File: config.mk
export PLATFORM = sky130hd
export DESIGN_NAME = ucpc_top
export DESIGN_NICKNAME = d
export VERILOG_FILES = /design/src/hw/ucpc_deglitch.v /design/src/hw/ucpc_top.v
export VERILOG_INCLUDE_DIRS = /design/src /design/src/hw
export SDC_FILE = /design/constraint.sdc
export NUM_CORES = 1
export LEC_CHECK = 0
export BUFFER_PORTS_ARGS = -buffer_cell sky130_fd_sc_hd__buf_2
export CORE_MARGIN = 10
export CORE_UTILIZATION = 40
export DETAILED_ROUTE_END_ITERATION = 7
export SLEW_MARGIN = 40
export SYNTH_ARGS = -nofsm -noshare
export SYNTH_HDL_FRONTEND = slang
export SYNTH_HIERARCHICAL = 1
export SYNTH_SLANG_ARGS = --single-unit
File: constraint.sdc
create_clock -name clk_in -period 6 [get_ports clk_in]
set_clock_uncertainty 0.1 [all_clocks]
set_input_delay 0 -clock clk_in [delete_from_list [all_inputs] [get_ports clk_in]]
set_output_delay 0 -clock clk_in [all_outputs]
set_load 0.02 [all_outputs]
File: src/hw/ucpc_defines.vh
`ifndef UCPC_DEFINES_VH
`define UCPC_DEFINES_VH

// Mode select encodings {bit2, bit1, bit0}
`define UCPC_MODE_CDP 3'h7
`define UCPC_MODE_SDP_A 3'h6
`define UCPC_MODE_SDP_B 3'h2
`define UCPC_MODE_DCP_AUTO 3'h1
`define UCPC_MODE_DCP_STD 3'h4
`define UCPC_MODE_DCP_DIV 3'h5

// Profile codes driven to the emulator
`define UCPC_PROF_OFF 3'h0
`define UCPC_PROF_SDP 3'h1
`define UCPC_PROF_CDP 3'h2
`define UCPC_PROF_DCP_AUTO 3'h3
`define UCPC_PROF_DCP_STD 3'h4
`define UCPC_PROF_DCP_DIV 3'h5

// Timing: seconds as printed, clock in Hz
`define UCPC_CLK_HZ 48'h00000BEBC200
`define UCPC_ATTACH_S 48'h000000000019
`define UCPC_SAFETY_S 48'h000000002A30
`define UCPC_DEGLITCH_CYC 16'h0100

// Wishbone register byte offsets
`define UCPC_ADDR_CTRL 4'h0
`define UCPC_ADDR_STATUS 4'h4
`define UCPC_ADDR_IRQ_STAT 4'h8
`define UCPC_ADDR_IRQ_MASK 4'hC

// Control register fields
`define UCPC_CTRL_BATT 0
`define UCPC_CTRL_SLEEP 1

// Interrupt status fields
`define UCPC_IRQ_ATTACH 0
`define UCPC_IRQ_TIMEOUT 1
`define UCPC_IRQ_FAULT 2
`define UCPC_IRQ_CHG_ON 3
`define UCPC_IRQ_W 4

`endif

File: src/hw/ucpc_deglitch.v
`timescale 1ns/1ps
`include "ucpc_defines.vh"

module ucpc_deglitch #(
  parameter W = 16,
  parameter [15:0] HOLD = `UCPC_DEGLITCH_CYC
) (
  // Clock and reset
  input wire clk_in,
  input wire srst_in,
  // Raw level, already synchronised
  input wire raw_in,
  // Filtered level
  output reg level_out
);
  reg [W-1:0] cnt;

  // A change only passes once it has held steady for HOLD+1 cycles
  always @(posedge clk_in) begin
    if (srst_in) begin
      cnt <= {W{1'b0}};
      level_out <= 1'b0;
    end else if (raw_in == level_out) begin
      cnt <= {W{1'b0}};
    end else if (cnt == HOLD[W-1:0]) begin
      cnt <= {W{1'b0}};
      level_out <= raw_in;
    end else begin
      cnt <= cnt + {{(W-1){1'b0}}, 1'b1};
    end
  end
endmodule

File: src/hw/ucpc_top.v
// How it works
// CDP/DCP: indicate when current above 20 mA
// CDP: indicate only if handshake came first
// Release indication on low current or timeout
// Sleep on battery: three-hour timer stops charging
// Safety timer starts only after attach event
// Attach enable low cancels safety timer
// Attach detector on: attach enable high, enable low
// Attach event asserts indication for pulse time
// Enable low: switches and emulator off
// Enable gates all but attach detection; here fault detection and its indication stay active with enable low
// Deglitched fault on overcurrent, thermal, reverse
// Indication is active-low open drain
// Three mode inputs select emulation profile
// 111 CDP; 110 and 010 SDP
// 001 DCP auto, 100 DCP standard, 101 divider
// Timers count cycles of internal clock
//
// Register access over Wishbone and the register offsets were left to the implementer.
`timescale 1ns/1ps
`include "ucpc_defines.vh"

module ucpc_top #(
  parameter [47:0] ATTACH_CYC = `UCPC_ATTACH_S * `UCPC_CLK_HZ,
  parameter [47:0] SAFETY_CYC = `UCPC_SAFETY_S * `UCPC_CLK_HZ
) (
  // Clock and reset
  input wire clk_in,
  input wire srst_in,
  // Host control pins
  input wire enable_in,
  input wire attach_enable_in,
  input wire mode_select_bit0_in,
  input wire mode_select_bit1_in,
  input wire mode_select_bit2_in,
  // Analog sense inputs
  input wire current_above_in,
  input wire cdp_handshake_done_in,
  input wire attach_sense_in,
  input wire overcurrent_in,
  input wire thermal_in,
  input wire reverse_in,
  // Switch and emulator controls
  output reg power_switch_on_out,
  output reg data_switch_on_out,
  output reg [2:0] profile_out,
  output reg attach_detector_on_out,
  // Open-drain indications
  output wire charge_attach_out,
  output wire charge_attach_oe_out,
  output wire fault_out,
  output wire fault_oe_out,
  // Wishbone slave
  input wire wb_cyc_in,
  input wire wb_stb_in,
  input wire wb_we_in,
  input wire [3:0] wb_adr_in,
  input wire [3:0] wb_sel_in,
  input wire [31:0] wb_dat_in,
  output reg [31:0] wb_dat_out,
  output reg wb_ack_out,
  // Interrupt
  output wire irq_out
);
  // Two-flop synchronisers for all eleven control and sense pins
  localparam NSYNC = 11;
  wire [NSYNC-1:0] raw = {enable_in, attach_enable_in, mode_select_bit2_in,
    mode_select_bit1_in, mode_select_bit0_in, current_above_in,
    cdp_handshake_done_in, attach_sense_in, overcurrent_in, thermal_in, reverse_in};
  reg [NSYNC-1:0] sync_a;
  reg [NSYNC-1:0] sync_b;
  always @(posedge clk_in) begin
    if (srst_in) begin
      sync_a <= {NSYNC{1'b0}};
      sync_b <= {NSYNC{1'b0}};
    end else begin
      sync_a <= raw;
      sync_b <= sync_a;
    end
  end
  wire en_s = sync_b[10];
  wire aen_s = sync_b[9];
  wire [2:0] mode_s = sync_b[8:6];
  wire cur_s = sync_b[5];
  wire hs_s = sync_b[4];
  wire att_s = sync_b[3];
  wire fault_raw = sync_b[2] | sync_b[1] | sync_b[0];

  // Control register: battery supply and sleep state
  reg [1:0] ctrl;
  reg [`UCPC_IRQ_W-1:0] irq_stat;
  reg [`UCPC_IRQ_W-1:0] irq_mask;
  wire on_battery = ctrl[`UCPC_CTRL_BATT];
  wire deep_sleep = ctrl[`UCPC_CTRL_SLEEP];

  // Mode decode
  reg [2:0] next_profile;
  always @* begin
    case (mode_s)
      `UCPC_MODE_CDP: next_profile = `UCPC_PROF_CDP;
      `UCPC_MODE_SDP_A: next_profile = `UCPC_PROF_SDP;
      `UCPC_MODE_SDP_B: next_profile = `UCPC_PROF_SDP;
      `UCPC_MODE_DCP_AUTO: next_profile = `UCPC_PROF_DCP_AUTO;
      `UCPC_MODE_DCP_STD: next_profile = `UCPC_PROF_DCP_STD;
      `UCPC_MODE_DCP_DIV: next_profile = `UCPC_PROF_DCP_DIV;
      default: next_profile = `UCPC_PROF_OFF;
    endcase
  end
  wire is_cdp = (next_profile == `UCPC_PROF_CDP);
  wire is_dcp = (next_profile == `UCPC_PROF_DCP_AUTO) |
    (next_profile == `UCPC_PROF_DCP_STD) | (next_profile == `UCPC_PROF_DCP_DIV);

  // CDP handshake must precede current rise; latched until current drops
  reg hs_first;
  reg cur_d;
  always @(posedge clk_in) begin
    if (srst_in) begin
      hs_first <= 1'b0;
      cur_d <= 1'b0;
    end else begin
      cur_d <= cur_s;
      if (!en_s || !is_cdp)
        hs_first <= 1'b0;
      else if (cur_s && !cur_d)
        hs_first <= hs_s;
      else if (!cur_s)
        hs_first <= 1'b0;
    end
  end

  // Attach detector and safety timer
  localparam ST_IDLE = 2'b00;
  localparam ST_PULSE = 2'b01;
  localparam ST_TIMING = 2'b10;
  localparam ST_EXPIRED = 2'b11;
  reg [1:0] state;
  reg [1:0] next_state;
  // 25 s at the core clock needs more than 32 bits
  reg [47:0] pulse_cnt;
  reg [47:0] safe_cnt;
  reg att_d;
  wire det_on = aen_s & ~en_s;
  wire attach_evt = det_on & att_s & ~att_d;
  wire pulse_done = (pulse_cnt == ATTACH_CYC - 48'h000000000001);
  wire safe_done = (safe_cnt == SAFETY_CYC - 48'h000000000001);
  wire timer_allowed = deep_sleep & on_battery;

  always @* begin
    next_state = state;
    case (state)
      ST_IDLE: begin
        if (attach_evt)
          next_state = ST_PULSE;
      end
      ST_PULSE: begin
        if (!aen_s)
          next_state = ST_IDLE;
        else if (pulse_done)
          next_state = timer_allowed ? ST_TIMING : ST_IDLE;
      end
      ST_TIMING: begin
        if (!aen_s || !timer_allowed)
          next_state = ST_IDLE;
        else if (safe_done)
          next_state = ST_EXPIRED;
      end
      ST_EXPIRED: begin
        if (!aen_s || !timer_allowed)
          next_state = ST_IDLE;
      end
      default: next_state = ST_IDLE;
    endcase
  end

  always @(posedge clk_in) begin
    if (srst_in) begin
      state <= ST_IDLE;
      pulse_cnt <= 48'h000000000000;
      safe_cnt <= 48'h000000000000;
      att_d <= 1'b0;
    end else begin
      state <= next_state;
      att_d <= att_s;
      if (state == ST_PULSE && next_state == ST_PULSE)
        pulse_cnt <= pulse_cnt + 48'h000000000001;
      else
        pulse_cnt <= 48'h000000000000;
      if (state == ST_TIMING && next_state == ST_TIMING)
        safe_cnt <= safe_cnt + 48'h000000000001;
      else
        safe_cnt <= 48'h000000000000;
    end
  end

  wire expired = (state == ST_EXPIRED);
  wire attach_pulse = (state == ST_PULSE);
  wire charging = en_s & cur_s & ~expired & (is_dcp | (is_cdp & hs_first));
  reg indicate;

  // Outputs from flip-flops
  always @(posedge clk_in) begin
    if (srst_in) begin
      power_switch_on_out <= 1'b0;
      data_switch_on_out <= 1'b0;
      profile_out <= `UCPC_PROF_OFF;
      attach_detector_on_out <= 1'b0;
      indicate <= 1'b0;
    end else begin
      power_switch_on_out <= en_s & ~expired;
      data_switch_on_out <= en_s;
      profile_out <= en_s ? next_profile : `UCPC_PROF_OFF;
      attach_detector_on_out <= det_on;
      indicate <= charging | attach_pulse;
    end
  end

  wire fault_level;
  ucpc_deglitch #(
    .W(16),
    .HOLD(`UCPC_DEGLITCH_CYC)
  ) u_fault (
    .clk_in(clk_in),
    .srst_in(srst_in),
    .raw_in(fault_raw),
    .level_out(fault_level)
  );

  // Open drain: drive low only when asserted
  assign charge_attach_out = 1'b0;
  assign charge_attach_oe_out = indicate;
  assign fault_out = 1'b0;
  assign fault_oe_out = fault_level;

  // Interrupt events
  reg ind_d;
  reg flt_d;
  reg exp_d;
  always @(posedge clk_in) begin
    if (srst_in) begin
      ind_d <= 1'b0;
      flt_d <= 1'b0;
      exp_d <= 1'b0;
    end else begin
      ind_d <= charging;
      flt_d <= fault_level;
      exp_d <= expired;
    end
  end
  wire [`UCPC_IRQ_W-1:0] events = {charging & ~ind_d, fault_level & ~flt_d,
    expired & ~exp_d, attach_evt};
  assign irq_out = |(irq_stat & irq_mask);

  // Wishbone slave, one-cycle ack
  wire wb_req = wb_cyc_in & wb_stb_in & ~wb_ack_out;
  wire wb_wr = wb_req & wb_we_in & wb_sel_in[0];
  reg [31:0] next_rdata;
  always @* begin
    case (wb_adr_in)
      `UCPC_ADDR_CTRL: next_rdata = {30'h00000000, ctrl};
      `UCPC_ADDR_STATUS: next_rdata = {22'h000000, fault_level, indicate, expired,
        attach_pulse, state, next_profile, en_s};
      `UCPC_ADDR_IRQ_STAT: next_rdata = {28'h0000000, irq_stat};
      `UCPC_ADDR_IRQ_MASK: next_rdata = {28'h0000000, irq_mask};
      default: next_rdata = 32'h00000000;
    endcase
  end

  always @(posedge clk_in) begin
    if (srst_in) begin
      wb_ack_out <= 1'b0;
      wb_dat_out <= 32'h00000000;
      ctrl <= 2'b00;
      irq_mask <= {`UCPC_IRQ_W{1'b0}};
      irq_stat <= {`UCPC_IRQ_W{1'b0}};
    end else begin
      wb_ack_out <= wb_req;
      if (wb_req && !wb_we_in)
        wb_dat_out <= next_rdata;
      if (wb_wr && wb_adr_in == `UCPC_ADDR_CTRL)
        ctrl <= wb_dat_in[1:0];
      if (wb_wr && wb_adr_in == `UCPC_ADDR_IRQ_MASK)
        irq_mask <= wb_dat_in[`UCPC_IRQ_W-1:0];
      // Set wins over write-one-to-clear in the same cycle
      if (wb_wr && wb_adr_in == `UCPC_ADDR_IRQ_STAT)
        irq_stat <= (irq_stat & ~wb_dat_in[`UCPC_IRQ_W-1:0]) | events;
      else
        irq_stat <= irq_stat | events;
    end
  end
endmodule

==> summary.md <==
| Metric | Value |
|---|---|
| Num CTS Buffers | `17` |
| Ant diodes | `0` |
| Simple-gate portion of the synthesized area | `31.8%` |
| Post-synthesis cell type count | `55` |
| DP Worst Slack | `3.20 ns` |
| Min Tclk post-route | `2.86 ns` |
| Antenna Nets Post-Route | `0` |
| CP Max Fanout | `between 40 and 50` |
| Design area | `8900 sq um` |
| Top FF cell, synth | `dfxtp_1` |
| Clock Tree Root | `clkbuf_16` |
| Final net count | `between 900 and 1000` |
| Vias/cell | `5.14` |
| Setup TNS after final layout | `0 ns` |
| Largest family of logic cells by synthesized area | `simple AND/OR/NAND/NOR gates` |
| Register area share after synthesis | `44.2%` |
| Drt first-iter violations | `383` |
| Critical Path AT | `approximately 3 ns` |
| Power per cell area | `261 nW/um^2` |
| Post-synth EDFFs | `0` |
| Fill count | `1877` |
| Postcts setup bufs | `0` |
| Cell area after placement | `between 8000 and 9000 sq um` |
| Die Wd | `around 160 microns` |
| Min-Delay Path Class | `in2reg` |
| Synth Area in Compound Gates | `under 10%` |
| Share of flip-flops with an asynchronous set or reset | `0%` |
| Share of layout cells above drive strength 1 | `10.4%` |
| Worst vdd ir | `between 0.0002 and 0.00025 V` |
| Final Instance Count excl. Fillers | `between 1000 and 1500` |
| Ports | `100` |
| Initial antenna violation count | `0` |
| Global-route wire length before repair | `28800 microns` |
| Final Max Slew Viols | `0` |
| Mapped Cells | `878` |
| Vias in the first global route | `5825` |
| RSZ-0062 raised after global routing | `false` |
| Yosys top cell area share | `between 40 and 50%` |
| Area leader, netlist | `dfxtp_1` |
| Die ar. | `between 20000 and 30000 sq um` |
| Die Y | `around 160 microns` |
| TritonCTS Sinks | `171` |
| Slack of the critical path | `around 3.1 ns` |
| Period utilization | `47.7%` |
| DR WL/cell | `13.8 microns` |
| Starting density of the core | `41.0%` |
| Routed WL | `16500 microns` |
| Xor/xnor share of the synthesized area | `between 10% and 20%` |
| CTS Buffer Depth | `2` |
| Outcome | `completed` |
| Cell with the most instances after synthesis | `dfxtp_1` |
| Cells after DPL | `1138` |
| CP Capture Type | `flop` |
| Worst-margin pin slew | `0.817 ns` |
| Tot Pwr | `2.32 mW` |
| # port buffers | `44` |
| Global route overflow | `0` |
| Largest cells by area after synthesis | `dfxtp_1, xnor2_1, nor3_1, xor2_1, nor2_1` |
| Clock transition at path regs | `0.08 ns` |
| Number of synthesized register bits | `171` |
| Pre-Repair DR Iteration Count | `5` |
| DRC Markers | `0` |
| MaxCap Viol Count | `0` |
| RePlAce Congestion | `0.810` |
| Total track usage | `13.1%` |
| Final core occ | `between 40% and 50%` |
| Critical path class | `reg2reg` |
| Synth Area in Adders | `0.647%` |
| CTS tree | `built` |
| Mux cell area share after synthesis | `1.55%` |
| Vias | `6154` |
| Syn_area_per_cell | `8.82 sq um` |
| Top post-synthesis cells by count | `dfxtp_1, nor2_1, nor3_1` |
| # resized after CTS | `0` |
| Final hold slack | `roughly 0.027 ns` |
| Row cnt | `50` |
| Mapped Area | `just under 8000 sq um` |
| CTS HTree Levels | `4` |
| Cell leakage power | `2.90 nW` |
| Largest net degree at the start of global routing | `55` |
| Clock Latency Late Sink | `0.43 ns` |
| Area Growth Syn to Fin | `15.0%` |
| Slew Limit Headroom | `45.0%` |
| Data required, critical path | `6.23 ns` |
| Reg2reg setup slack | `3.14 ns` |
| Peak Freq | `between 0.3 and 0.4 GHz` |
| Final hold vios | `0` |
| DPL Wire Length | `11000 microns` |
| Final Setup Violations | `0` |
| CP startpoint kind | `flop` |
| Synth Warn # | `6` |
| Core Area | `approximately 19000 sq um` |
-- power breakdown --
group / total, mW / leakage, nW / internal, mW / switching [mW]
sequential: 1.15 / 1.38 / 1.14 / 0.00475
combinational: 0.0680 / 1.22 / 0.0278 / 0.0402
clock: 1.11 / 0.298 / 0.571 / 0.538
-- placed cells by master, fill, tap and decap left out, drive strengths merged, types with 3 or more instances in the layout --
cell / count
ha: 4
or2: 3
conb: 24
mux2i: 12
buf: 48
or3: 15
inv: 30
o21ai: 17
dfxtp: 171
a32oi: 3
nor4: 23
nand3: 42
nand2b: 4
a21oi: 20
nand2: 47
and4: 24
xnor2: 53
dlygate4sd3: 27
a211oi: 3
and3: 16
or4: 5
nand4: 41
nor2: 85
nor4bb: 5
and2: 12
nor3b: 4
nand3b: 3
nor2b: 26
clkinv: 5
xor2: 38
a22oi: 8
nor4b: 6
nor3: 79
clkbuf: 17
-- logic make-up after synthesis --
group                      Yosys count
AOI/OAI and AO/OA                   63
DFF                                171
buffers and inverters               91
and+or+nand+nor                    445
xor gates and xnor gates            91
adders and majority gates            4
other                                1
muxes                               12
-- per-layer routing --
layer | routed length, microns | up-vias | global-route usage (%) | share of wire [%]
met3 | 666 | 19 | 3.36 | 4.0
met1 | 8190 | 2862 | 17.5 | 50
met2 | 7450 | 123 | 20.3 | 45
li1 | - | 3150 | - | -
met4 | 219 | 0 | 3.83 | 1.3
met5 | 0 | - | 0 | 0
-- final timing paths --
check | start | end | cells after the start
setup / recovery | state[1] | safe_cnt[37] | 6
hold / removal | srst_in | u_fault/level_out | 3
setup reg to reg | state[1] | safe_cnt[37] | 6
hold reg to reg | ind_d | irq_stat[3] | 1
-- layout make-up --
class,instances,area (sq um),share of cell area (%)
clock buffers,17,425,4.78
inverters,20,75.1,0.844
well taps,260,325,3.66
flip-flops and latches,171,3420,38.5
clock inverters,15,184,2.07
multi-input cells,639,3940,44.3
repair buffers,75,520,5.85
-- flip-flops by register name, summed over array words and instances (netlist names), 2 cells and up --
register,cells
pulse_cnt,48
safe_cnt,48
u_fault/cnt,16
sync_a,11
sync_b,11
wb_dat_out,10
irq_mask,4
irq_stat,4
profile_out,3
ctrl,2
state,2
-- worst max-delay path, cell delays in order (launching register included) --
cell	delay (ns)
dfxtp_1	0.59
nor4bb_1	0.26
nand4_1	0.13
nor4_1	0.74
or4b_2	0.25
buf_4	0.43
o21ba_2	0.23
-- repair_timing --
item                                    4_1_cts  5_1_grt
hold buffers                                 27        0
endpoints found under the hold margin        28        0
endpoints found under the setup margin        0        0
Note: power is estimated with default switching activity, not from simulation.
